<file path="config.mk">
export PLATFORM = sky130hd
export DESIGN_NAME = mfid_decoder
export DESIGN_NICKNAME = d
export VERILOG_FILES = /design/src/hdl/mfid_pkg.sv /design/src/hdl/mfid_decoder.sv
export SDC_FILE = /design/constraint.sdc
export NUM_CORES = 1
export LEC_CHECK = 0
export BUFFER_PORTS_ARGS = -buffer_cell sky130_fd_sc_hd__buf_2
export CAP_MARGIN = 20
export CORE_MARGIN = 5
export CORE_UTILIZATION = 45
export DETAILED_ROUTE_END_ITERATION = 8
export GPL_TIMING_DRIVEN = 0
export HOLD_SLACK_MARGIN = 0.1
export SYNTH_ARGS = -nofsm -noshare
export SYNTH_HDL_FRONTEND = slang
export SYNTH_SLANG_ARGS = --single-unit
</file>
<file path="constraint.sdc">
create_clock -name hclk -period 3.7 [get_ports hclk]
set_clock_uncertainty 0.15 [all_clocks]
set_input_delay 0.74 -clock hclk [delete_from_list [all_inputs] [get_ports hclk]]
set_output_delay 0.74 -clock hclk [all_outputs]
set_load 0.02 [all_outputs]
</file>
<file path="src/hdl/mfid_pkg.sv">
// package: register map, reset values, function codes and timing for the input decoder
package mfid_pkg;

  // ==========================================
  // register map (byte offsets)
  localparam logic [7:0] TERM_SEL_BASE = 8'h00;
  localparam logic [7:0] CONFIG_OFF = 8'h1c;
  localparam logic [7:0] PRESET_BASE = 8'h20;
  localparam logic [7:0] STATUS_OFF = 8'h40;
  localparam logic [7:0] INIT_OFF = 8'h44;
  localparam int NUM_TERMS = 7;

  // ==========================================
  // reset values of the function selectors
  localparam logic [7:0] T1_RESET = 8'h40;
  localparam logic [7:0] T2_RESET = 8'h41;
  localparam logic [7:0] T3_RESET = 8'h24;
  localparam logic [7:0] T4_RESET = 8'h14;
  localparam logic [7:0] T5_RESET = 8'h03;
  localparam logic [7:0] T6_RESET = 8'h04;
  localparam logic [7:0] T7_RESET = 8'h06;
  localparam logic [7:0] T5_RESET_3W = 8'h00;
  localparam logic [7:0] T6_RESET_3W = 8'h03;
  localparam logic [7:0] T7_RESET_3W = 8'h04;
  localparam logic [7:0] CODE_MAX = 8'h9f;

  // ==========================================
  // function codes
  localparam logic [7:0] FN_THREE_WIRE = 8'h00;
  localparam logic [7:0] FN_LOCAL_REMOTE = 8'h01;
  localparam logic [7:0] FN_EXT_REF_SEL = 8'h02;
  localparam logic [7:0] FN_STEP_BIT0 = 8'h03;
  localparam logic [7:0] FN_STEP_BIT1 = 8'h04;
  localparam logic [7:0] FN_STEP_BIT2 = 8'h05;
  localparam logic [7:0] FN_THROUGH = 8'h0f;
  localparam logic [7:0] FN_FWD_RUN = 8'h40;
  localparam logic [7:0] FN_REV_RUN = 8'h41;
  localparam logic [7:0] FN_RUN_STOP2 = 8'h42;
  localparam logic [7:0] FN_FWD_REV2 = 8'h43;

  // ==========================================
  // config register fields
  localparam int CFG_PRI_REF_LSB = 0;
  localparam int CFG_PRI_RUN_LSB = 4;
  localparam int CFG_SEC_REF_LSB = 8;
  localparam int CFG_SEC_RUN_LSB = 12;
  localparam int CFG_PWRUP_BIT = 16;
  localparam int CFG_RUNSW_BIT = 17;
  localparam int CFG_PANEL_RUN_BIT = 18;
  localparam logic [31:0] CONFIG_RESET = 32'h0000_0000;

  // ==========================================
  // timing
  localparam int CLK_HZ = 100_000_000;
  localparam int RUN_QUAL_MS = 50;
  localparam int RUN_QUAL_CYC = RUN_QUAL_MS * (CLK_HZ / 1000);
  localparam int BLINK_MS = 250;
  localparam int BLINK_CYC = BLINK_MS * (CLK_HZ / 1000);

  // ==========================================
  // decoded command carrier
  typedef struct packed {
    logic run;
    logic reverse;
    logic local_mode;
    logic secondary;
    logic [3:0] ref_source;
    logic [3:0] run_source;
    logic [2:0] step_sel;
    logic [15:0] step_speed;
  } mfid_cmd_s;

endpackage : mfid_pkg

</file>
<file path="src/hdl/mfid_decoder.sv">
// module: multi-function digital input decoder with AHB-Lite register slave
// What this block does
// - seven function selectors, codes up to 9f; unused terminals take code f
// - reset codes: 40, 41, 24, 14, 3, 4, 6 on terminals one to seven
// - three-wire initialization makes terminals five to seven codes 0, 3, 4
// - code 40 forward run/stop, code 41 reverse run/stop, two-wire
// - code 42 run/stop, code 43 forward/reverse, second two-wire scheme
// - code 0 terminal is direction; terminal one runs, terminal two stops
// - three-wire start only after run closed more than 50 ms
// - three-wire stop at once when stop terminal opens even briefly
// - three-wire direction forward when open, reverse when closed
// - remote two-wire run present at power-up ignored with blinking lamp unless acceptance set
// - code 1 closed selects local panel sources, open selects remote
// - remote uses primary sources unless a code 2 terminal picks them
// - any code 1 terminal disables the panel local/remote toggle key
// - local/remote lamp lit whenever local mode is active
// - local/remote change during run only when run-time switching enabled
// - code 2 open picks primary sources, closed picks secondary sources
// - primary/secondary change during run only when run-time switching enabled
// - codes 3 to 5 form three-bit selector of eight preset speeds
// - code f triggers nothing but its level stays readable
//
// Local design decisions: the register addresses and register access over AHB-Lite.
`timescale 1ns/1ps
`default_nettype none

module mfid_decoder (
  // clock and reset
  input wire logic hclk,
  input wire logic hresetn,
  // ahb-lite slave
  input wire logic hsel,
  input wire logic [31:0] haddr,
  input wire logic [1:0] htrans,
  input wire logic hwrite,
  input wire logic [2:0] hsize,
  input wire logic [31:0] hwdata,
  input wire logic hready,
  output logic hreadyout,
  output logic hresp,
  output logic [31:0] hrdata,
  // input terminals, closed is high
  input wire logic [6:0] terminal_in,
  // operator panel
  input wire logic panel_run,
  input wire logic local_remote_toggle,
  // decoded outputs
  output mfid_pkg::mfid_cmd_s cmd,
  output logic toggle_key_disabled,
  output logic local_remote_lamp,
  output logic run_lamp
);

  // ==========================================
  // registers
  logic [6:0][7:0] sel_q;
  logic [31:0] cfg_q;
  logic [7:0][15:0] preset_q;
  logic [6:0] sync1_q, sync2_q;
  logic wr_pend_q;
  logic [7:0] wr_addr_q;
  logic run3_q, rev3_q, local_q, sec_q, panel_local_q, run_q, lockout_q;
  logic [2:0] pwrup_q;
  logic [31:0] qual_cnt_q, blink_cnt_q;
  logic blink_q;

  function automatic logic [6:0] match(input logic [6:0][7:0] s, input logic [7:0] code);
    logic [6:0] m;
    m = '0;
    for (int i = 0; i < mfid_pkg::NUM_TERMS; i++) begin
      m[i] = (s[i] == code);
    end
    return m;
  endfunction : match

  // ==========================================
  // input synchroniser
  always_ff @(posedge hclk or negedge hresetn) begin
    if (!hresetn) begin
      sync1_q <= '0;
      sync2_q <= '0;
    end else begin
      sync1_q <= terminal_in;
      sync2_q <= sync1_q;
    end
  end

  // ==========================================
  // ahb-lite slave: write data phase, zero wait
  logic addr_ok;
  assign addr_ok = hsel && hready && htrans[1];
  assign hreadyout = 1'b1;
  assign hresp = 1'b0;

  always_ff @(posedge hclk or negedge hresetn) begin
    if (!hresetn) begin
      wr_pend_q <= 1'b0;
      wr_addr_q <= '0;
    end else if (hready) begin
      wr_pend_q <= addr_ok && hwrite;
      wr_addr_q <= haddr[7:0];
    end
  end

  always_ff @(posedge hclk or negedge hresetn) begin
    if (!hresetn) begin
      sel_q[0] <= mfid_pkg::T1_RESET;
      sel_q[1] <= mfid_pkg::T2_RESET;
      sel_q[2] <= mfid_pkg::T3_RESET;
      sel_q[3] <= mfid_pkg::T4_RESET;
      sel_q[4] <= mfid_pkg::T5_RESET;
      sel_q[5] <= mfid_pkg::T6_RESET;
      sel_q[6] <= mfid_pkg::T7_RESET;
      cfg_q <= mfid_pkg::CONFIG_RESET;
      preset_q <= '0;
    end else if (wr_pend_q) begin
      if (wr_addr_q == mfid_pkg::INIT_OFF && hwdata[0]) begin
        sel_q[0] <= mfid_pkg::T1_RESET;
        sel_q[1] <= mfid_pkg::T2_RESET;
        sel_q[2] <= mfid_pkg::T3_RESET;
        sel_q[3] <= mfid_pkg::T4_RESET;
        sel_q[4] <= hwdata[1] ? mfid_pkg::T5_RESET_3W : mfid_pkg::T5_RESET;
        sel_q[5] <= hwdata[1] ? mfid_pkg::T6_RESET_3W : mfid_pkg::T6_RESET;
        sel_q[6] <= hwdata[1] ? mfid_pkg::T7_RESET_3W : mfid_pkg::T7_RESET;
      end
      for (int i = 0; i < mfid_pkg::NUM_TERMS; i++) begin
        if (wr_addr_q == mfid_pkg::TERM_SEL_BASE + 8'(4 * i) && hwdata[7:0] <= mfid_pkg::CODE_MAX) begin
          sel_q[i] <= hwdata[7:0];
        end
      end
      if (wr_addr_q == mfid_pkg::CONFIG_OFF) begin
        cfg_q <= {13'h0000, hwdata[18:0]};
      end
      for (int j = 0; j < 8; j++) begin
        if (wr_addr_q == mfid_pkg::PRESET_BASE + 8'(4 * j)) begin
          preset_q[j] <= hwdata[15:0];
        end
      end
    end
  end

  // read data registered in the data phase
  always_ff @(posedge hclk or negedge hresetn) begin
    if (!hresetn) begin
      hrdata <= '0;
    end else if (addr_ok && !hwrite) begin
      hrdata <= '0;
      for (int i = 0; i < mfid_pkg::NUM_TERMS; i++) begin
        if (haddr[7:0] == mfid_pkg::TERM_SEL_BASE + 8'(4 * i)) begin
          hrdata <= {24'h000000, sel_q[i]};
        end
      end
      for (int j = 0; j < 8; j++) begin
        if (haddr[7:0] == mfid_pkg::PRESET_BASE + 8'(4 * j)) begin
          hrdata <= {16'h0000, preset_q[j]};
        end
      end
      if (haddr[7:0] == mfid_pkg::CONFIG_OFF) begin
        hrdata <= cfg_q;
      end
      if (haddr[7:0] == mfid_pkg::STATUS_OFF) begin
        // raw terminal levels, code f terminals included
        hrdata <= {20'h00000, local_q, sec_q, run_q, cmd.reverse, lockout_q, sync2_q};
      end
    end
  end

  // ==========================================
  // function decode
  logic [6:0] m3w, mlr, mext, mfwd, mrev, mrs2, mdir2, ms0, ms1, ms2;
  logic three_wire, lr_pin_used, want_local, want_sec, run_req, rev_req;
  assign m3w = match(sel_q, mfid_pkg::FN_THREE_WIRE);
  assign mlr = match(sel_q, mfid_pkg::FN_LOCAL_REMOTE);
  assign mext = match(sel_q, mfid_pkg::FN_EXT_REF_SEL);
  assign mfwd = match(sel_q, mfid_pkg::FN_FWD_RUN);
  assign mrev = match(sel_q, mfid_pkg::FN_REV_RUN);
  assign mrs2 = match(sel_q, mfid_pkg::FN_RUN_STOP2);
  assign mdir2 = match(sel_q, mfid_pkg::FN_FWD_REV2);
  assign ms0 = match(sel_q, mfid_pkg::FN_STEP_BIT0);
  assign ms1 = match(sel_q, mfid_pkg::FN_STEP_BIT1);
  assign ms2 = match(sel_q, mfid_pkg::FN_STEP_BIT2);
  assign three_wire = |m3w;
  assign lr_pin_used = |mlr;
  assign want_local = lr_pin_used ? |(mlr & sync2_q) : panel_local_q;
  assign want_sec = |(mext & sync2_q);
  logic [2:0] step_idx;
  assign step_idx = {|(ms2 & sync2_q), |(ms1 & sync2_q), |(ms0 & sync2_q)};

  // ==========================================
  // three-wire sequencing
  always_ff @(posedge hclk or negedge hresetn) begin
    if (!hresetn) begin
      qual_cnt_q <= '0;
    end else if (!sync2_q[0]) begin
      qual_cnt_q <= '0;
    end else if (three_wire && qual_cnt_q <= mfid_pkg::RUN_QUAL_CYC) begin
      qual_cnt_q <= qual_cnt_q + 32'd1;
    end
  end

  always_ff @(posedge hclk or negedge hresetn) begin
    if (!hresetn) begin
      run3_q <= 1'b0;
    end else if (!three_wire || !sync2_q[1]) begin
      run3_q <= 1'b0;
    end else if (qual_cnt_q > mfid_pkg::RUN_QUAL_CYC) begin
      run3_q <= 1'b1;
    end
  end

  always_ff @(posedge hclk or negedge hresetn) begin
    if (!hresetn) begin
      rev3_q <= 1'b0;
    end else begin
      rev3_q <= |(m3w & sync2_q);
    end
  end

  // run source follows the held mode, not the raw terminal
  always_comb begin
    if (local_q) begin
      run_req = panel_run;
      rev_req = 1'b0;
    end else if (three_wire) begin
      run_req = run3_q;
      rev_req = rev3_q;
    end else if (|mrs2) begin
      run_req = |(mrs2 & sync2_q);
      rev_req = |(mdir2 & sync2_q);
    end else begin
      // both closed cancels
      run_req = (|(mfwd & sync2_q)) ^ (|(mrev & sync2_q));
      rev_req = |(mrev & sync2_q) && !(|(mfwd & sync2_q));
    end
  end

  // ==========================================
  // source selection and power-up lockout
  always_ff @(posedge hclk or negedge hresetn) begin
    if (!hresetn) begin
      panel_local_q <= 1'b0;
    end else if (local_remote_toggle && !lr_pin_used) begin
      panel_local_q <= !panel_local_q;
    end
  end

  always_ff @(posedge hclk or negedge hresetn) begin
    if (!hresetn) begin
      local_q <= 1'b0;
      sec_q <= 1'b0;
    end else if (!run_q || cfg_q[mfid_pkg::CFG_RUNSW_BIT]) begin
      local_q <= want_local;
      sec_q <= want_sec;
    end
  end

  // window spans the synchroniser so a remote two-wire run held at power-up is seen
  always_ff @(posedge hclk or negedge hresetn) begin
    if (!hresetn) begin
      pwrup_q <= '1;
    end else begin
      pwrup_q <= {1'b0, pwrup_q[2:1]};
    end
  end

  always_ff @(posedge hclk or negedge hresetn) begin
    if (!hresetn) begin
      lockout_q <= 1'b0;
    end else if (pwrup_q[0] && run_req && !cfg_q[mfid_pkg::CFG_PWRUP_BIT]) begin
      lockout_q <= 1'b1;
    end else if (!run_req) begin
      lockout_q <= 1'b0;
    end
  end

  always_ff @(posedge hclk or negedge hresetn) begin
    if (!hresetn) begin
      run_q <= 1'b0;
    end else begin
      run_q <= run_req && !(lockout_q || (pwrup_q[0] && !cfg_q[mfid_pkg::CFG_PWRUP_BIT]));
    end
  end

  always_ff @(posedge hclk or negedge hresetn) begin
    if (!hresetn) begin
      blink_cnt_q <= '0;
      blink_q <= 1'b0;
    end else if (blink_cnt_q >= mfid_pkg::BLINK_CYC - 1) begin
      blink_cnt_q <= '0;
      blink_q <= !blink_q;
    end else begin
      blink_cnt_q <= blink_cnt_q + 32'd1;
    end
  end

  // ==========================================
  // outputs
  always_ff @(posedge hclk or negedge hresetn) begin
    if (!hresetn) begin
      cmd <= '0;
      run_lamp <= 1'b0;
      local_remote_lamp <= 1'b0;
      toggle_key_disabled <= 1'b0;
    end else begin
      cmd.run <= run_q;
      cmd.reverse <= rev_req;
      cmd.local_mode <= local_q;
      cmd.secondary <= sec_q;
      // remote sources follow the code 2 terminal only if one is assigned
      cmd.ref_source <= sec_q && |mext ? cfg_q[mfid_pkg::CFG_SEC_REF_LSB +: 4] :
                        cfg_q[mfid_pkg::CFG_PRI_REF_LSB +: 4];
      cmd.run_source <= sec_q && |mext ? cfg_q[mfid_pkg::CFG_SEC_RUN_LSB +: 4] :
                        cfg_q[mfid_pkg::CFG_PRI_RUN_LSB +: 4];
      cmd.step_sel <= step_idx;
      cmd.step_speed <= preset_q[step_idx];
      run_lamp <= lockout_q ? blink_q : run_q;
      local_remote_lamp <= local_q;
      toggle_key_disabled <= lr_pin_used;
    end
  end

  // ==========================================
  // assertions
  stop_clears_run_a: assert property (@(posedge hclk) disable iff (!hresetn)
    three_wire && !sync2_q[1] |=> !run3_q) else $error("run held with stop open");
  run_needs_qual_a: assert property (@(posedge hclk) disable iff (!hresetn)
    $rose(run3_q) |-> $past(qual_cnt_q) > mfid_pkg::RUN_QUAL_CYC) else $error("run before 50 ms");
  lamp_follows_a: assert property (@(posedge hclk) disable iff (!hresetn)
    local_q |=> local_remote_lamp) else $error("local lamp off");
  key_disable_a: assert property (@(posedge hclk) disable iff (!hresetn)
    lr_pin_used |=> $stable(panel_local_q)) else $error("toggle key active");
  run_switch_a: assert property (@(posedge hclk) disable iff (!hresetn)
    run_q && !cfg_q[mfid_pkg::CFG_RUNSW_BIT] |=> $stable(local_q)) else $error("mode changed in run");
  ext_switch_a: assert property (@(posedge hclk) disable iff (!hresetn)
    run_q && !cfg_q[mfid_pkg::CFG_RUNSW_BIT] |=> $stable(sec_q)) else $error("source changed in run");
  code_range_a: assert property (@(posedge hclk) disable iff (!hresetn)
    sel_q[0] <= mfid_pkg::CODE_MAX) else $error("selector out of range");
  lockout_block_a: assert property (@(posedge hclk) disable iff (!hresetn)
    lockout_q |=> !run_q) else $error("run while locked out");
  dir_follow_a: assert property (@(posedge hclk) disable iff (!hresetn)
    three_wire |=> rev3_q == |($past(m3w) & $past(sync2_q))) else $error("direction wrong");

  // ==========================================
  // assertions on decode, sources and registers
  sync_chain_a: assert property (@(posedge hclk) disable iff (!hresetn)
    sync2_q == $past(sync1_q))
    else $error("synchroniser stage skipped");
  two_wire_both_a: assert property (@(posedge hclk) disable iff (!hresetn)
    !local_q && !three_wire && !(|mrs2) && |(mfwd & sync2_q) && |(mrev & sync2_q) |-> !run_req)
    else $error("run with both two-wire inputs closed");
  alt_scheme_a: assert property (@(posedge hclk) disable iff (!hresetn)
    !local_q && !three_wire && |mrs2 |-> run_req == |(mrs2 & sync2_q) && rev_req == |(mdir2 & sync2_q))
    else $error("second two-wire scheme decoded wrong");
  three_wire_src_a: assert property (@(posedge hclk) disable iff (!hresetn)
    !local_q && three_wire |-> run_req == run3_q)
    else $error("three-wire run not from sequencer");
  local_run_a: assert property (@(posedge hclk) disable iff (!hresetn)
    local_q |-> run_req == panel_run && !rev_req)
    else $error("local run not from panel");
  remote_pri_a: assert property (@(posedge hclk) disable iff (!hresetn)
    !(sec_q && |mext) |=> cmd.ref_source == $past(cfg_q[mfid_pkg::CFG_PRI_REF_LSB +: 4]))
    else $error("primary reference source wrong");
  remote_sec_a: assert property (@(posedge hclk) disable iff (!hresetn)
    sec_q && |mext |=> cmd.run_source == $past(cfg_q[mfid_pkg::CFG_SEC_RUN_LSB +: 4]))
    else $error("secondary run source wrong");
  step_select_a: assert property (@(posedge hclk) disable iff (!hresetn)
    cmd.step_sel == $past(step_idx))
    else $error("step selector wrong");
  status_level_a: assert property (@(posedge hclk) disable iff (!hresetn)
    addr_ok && !hwrite && haddr[7:0] == mfid_pkg::STATUS_OFF |=> hrdata[6:0] == $past(sync2_q))
    else $error("status misses terminal levels");
  range_refuse_a: assert property (@(posedge hclk) disable iff (!hresetn)
    wr_pend_q && wr_addr_q == mfid_pkg::TERM_SEL_BASE && hwdata[7:0] > mfid_pkg::CODE_MAX
    |=> $stable(sel_q[0]))
    else $error("out of range code accepted");
  init_three_a: assert property (@(posedge hclk) disable iff (!hresetn)
    wr_pend_q && wr_addr_q == mfid_pkg::INIT_OFF && hwdata[1:0] == 2'b11
    |=> sel_q[4] == mfid_pkg::T5_RESET_3W && sel_q[5] == mfid_pkg::T6_RESET_3W
    && sel_q[6] == mfid_pkg::T7_RESET_3W)
    else $error("three-wire defaults not loaded");
  lockout_set_a: assert property (@(posedge hclk) disable iff (!hresetn)
    pwrup_q[0] && run_req && !cfg_q[mfid_pkg::CFG_PWRUP_BIT] |=> lockout_q)
    else $error("power-up run not locked out");
  key_flag_a: assert property (@(posedge hclk) disable iff (!hresetn)
    lr_pin_used |=> toggle_key_disabled)
    else $error("toggle key not flagged disabled");

endmodule : mfid_decoder

`default_nettype wire

</file>
==> results.sh <==
export IMPL_cp_cell_sequence="or4_1, or3_1, o22ai_1, nor4_1, buf_2, nand2_2, buf_2, o22ai_1, a221oi_1"
export IMPL_cp_arrival_ns=3.82
export IMPL_outcome="finished, final reports clean"
export IMPL_synthTopCellsByArea="dfrtp_1 (48%), mux2_2 (13%), nand2_1 (3.1%)"
export IMPL_io_pins=151
export IMPL_rows=72
export IMPL_cts_num_sinks=353
export IMPL_post_synth_num_cell_types=76
export IMPL_diodes=0
export IMPL_clk_pin_slew_ns=0.06
export IMPL_drtAntennaViolNets=0
export IMPL_switchingPower_mw=2.41
export IMPL_cts_tree="yes"
export IMPL_r2r_start="sel_q[7]"
export IMPL_syn_instance_count=1597
export IMPL_yosysMostFrequentCell="dfrtp_1"
export IMPL_power_internal_mw=6.99
export IMPL_leakage_nw=8.56
export IMPL_vias=14300
export IMPL_drv_cap=0
export IMPL_slew_headroom=0.179
export IMPL_grt_max_degree=120
export IMPL_synth_commonest_cells="dfrtp_1 (338), mux2_2 (200), nand2_1 (144), nor2_1 (120), nand3_1 (76)"
export IMPL_crit_path_start_kind="flip-flop"
export IMPL_htreeDepth=2
export IMPL_comb_power_share=0.104
export IMPL_postRouteWirelength_mm=57.8
export IMPL_hpwl_mm=41.1
export IMPL_synth_enable_flop_cells=0
export IMPL_fin_setup_tns_ns=0
export IMPL_pre_cts_slack_ns=-0.298
export IMPL_crit_start="sel_q[7]"
export IMPL_core_sq_mm=0.0386
export IMPL_cts_buffers=41
export IMPL_wire_per_inst_um=25.0
export IMPL_post_route_util=0.525
export IMPL_antenna_found_initial=1
export IMPL_cts_max_path_buffers=3
export IMPL_slew_viol_final=0
export IMPL_fin_ws_ns=0.105
export IMPL_dp_cells=2233
export IMPL_die_h_um=207
export IMPL_crit_type="flip-flop to flip-flop"
export IMPL_regToRegSetupSlack_ns=0.10
export IMPL_yosysWarnings=0
export IMPL_ys_seq_area_frac=0.505
export IMPL_critPathSlowestCell="or4_1"
export IMPL_cp_end_kind="flip-flop"
export IMPL_initialDrtViolationCount=1802
export IMPL_cp_max_fo=10
export IMPL_grt_use_total=0.262
export IMPL_reg2reg_to="cmd[0]"
export IMPL_ir_worst_vdd_mv=0.262
export IMPL_die_x_um=207
export IMPL_max_stage_delay_ns=0.65
export IMPL_synth_seq_cells=353
export IMPL_post_route_period_util=0.972
export IMPL_portBuffers=90
export IMPL_rsz0062_at_grt="no"
export IMPL_yosys_area_top_type_share=0.482
export IMPL_endpoint="cmd[0]"
export IMPL_grt_pass1_wl_mm=87.9
export IMPL_post_cts_buffers=0
export IMPL_syn_area_sq_mm=0.0175
export IMPL_drt_pass1_iterations=9
export IMPL_yosys_most_used_dff="dfrtp_1"
export IMPL_grt_overflow=0
export IMPL_setup_viol=0
export IMPL_reg2reg_depth=9
export IMPL_final_nets=1849
export IMPL_grt_pass1_vias=14100
export IMPL_min_period_ns=3.60
export IMPL_switching_share=0.256
export IMPL_layoutNonFillerInstCount=2311
export IMPL_clk_root_buffer_cell="clkbuf_16"
export IMPL_fmax_mhz=278
export IMPL_synth_async_sr_flop_share=1.00
export IMPL_fillers=3440
export IMPL_place_congestion=1.00
export IMPL_synth_area_per_cell_sq_um=11.0
export IMPL_drcViolationCount=0
export IMPL_hp_class="primary input to flip-flop"
export IMPL_finalHoldViolations=0
export IMPL_seqPwrFrac=0.453
export IMPL_initial_core_util=0.454
export IMPL_power_density_mw_per_mm2=463
export IMPL_hp_start="terminal_in[4]"
export IMPL_synth_top_area_cell="dfrtp_1"
export IMPL_area_delta_synth_final_pct=15.6
export IMPL_worstMarginPinSlew_ns=1.23
export IMPL_die_area_sq_mm=0.0430
export IMPL_insertion_delay_ns=0.55
export IMPL_drive_gt1_frac=0.243
export IMPL_routed_via_density=6.19
export IMPL_required_ns=3.93
export IMPL_p_clk_frac=0.443
export IMPL_hold_ws_ns=0.150
==> per-layer routing <==
layer	share of wire	wire length (um)	track usage
met1	0.44	25400	0.377
met2	0.44	25600	0.395
met3	0.083	4780	0.0571
met4	0.035	2020	0.0878
met5	0.00012	7	0
==> power groups by stage <==
stage	Combinational (mW)	Clock [mW]	Sequential, mW
2_1_floorplan	0.489	0	4.33
3_3_place_gp	0.946	0	4.31
3_5_place_dp	0.968	0	4.31
4_1_cts	0.973	4.23	4.24
5_1_grt	1.06	4.39	4.27
6_report	0.979	4.16	4.25
==> cell usage in the layout, fill, tap and decap left out, drive strengths merged, types with 17 or more instances in the layout <==
cell type / count
and2: 21
dfrtp: 338
nor3: 25
xor2: 17
nor4: 18
clkbuf: 132
o22ai: 39
nand3: 76
nand2: 144
mux2: 200
a22oi: 22
conb: 23
nand4: 25
mux2i: 50
and3: 21
nand2b: 17
inv: 20
a21oi: 36
nor2: 122
a221oi: 32
buf: 131
nor4b: 21
a22o: 30
o21ai: 50
==> kinds of logic after synthesis <==
family,count (synthesis),synth area share
other cells,2,0.000428
fa+ha+maj,4,0.00285
xor+xnor,29,0.0145
mux,257,0.166
compound gates,293,0.121
simple gates,540,0.158
flops,353,0.505
buf+inv,119,0.0323
==> worst min-delay path by stage <==
| stage | endpoint | slack [ns] | cells past startpoint |
|---|---|---|---|
| after floorplan | sync2_q[0] | 0.18 | 0 |
| after global placement | sync2_q[2] | 0.18 | 0 |
| after detailed placement | sync2_q[2] | 0.19 | 0 |
| after CTS | sync1_q[2] | 0.13 | 1 |
| after global routing | sync1_q[4] | 0.14 | 1 |
| final | sync1_q[4] | 0.15 | 1 |
==> critical path: cells and delay by family (launching register included) <==
kind,cells,cell delay [ns]
compound gates,3,0.86
buf+inv,2,0.56
flops,1,0.41
simple gates,4,1.45
==> cell type report <==
cell class / count / area, sq um / share of cell area
well taps: 518 / 648 / 0.0320
clock buffers: 64 / 1220 / 0.0604
inverters: 19 / 71.3 / 0.00352
multi-input cells: 1146 / 8230 / 0.406
clock inverters: 10 / 156 / 0.00771
plain buffers: 100 / 495 / 0.0244
repair buffers: 101 / 593 / 0.0293
flip-flops and latches: 353 / 8850 / 0.437
==> timing repair <==
action,in CTS,in global routing
hold buffers,1,0
endpoints found under the hold margin,55,0
setup endpoints to repair,1,5
resized for setup,2,6
gates cloned,0,0
==> through the flow <==
stage               total power, mW  instance area [sq um]
CTS                            9.44                  20200
global placement               5.25                  18700
detailed placement             5.28                  18800
global route                   9.72                  20300
finish                         9.40                  20300
floorplan                      4.82                  17600
==> state kept, by name, summed over array words and instances (netlist names), 3 cells and up <==
signal / cells
cmd: 30
hrdata: 19
sync1_q: 7
qual_cnt_q: 32
preset_q: 128
sel_q: 56
blink_cnt_q: 32
wr_addr_q: 8
pwrup_q: 3
sync2_q: 7
cfg_q: 19
Note: power is estimated with default switching activity, not from simulation.
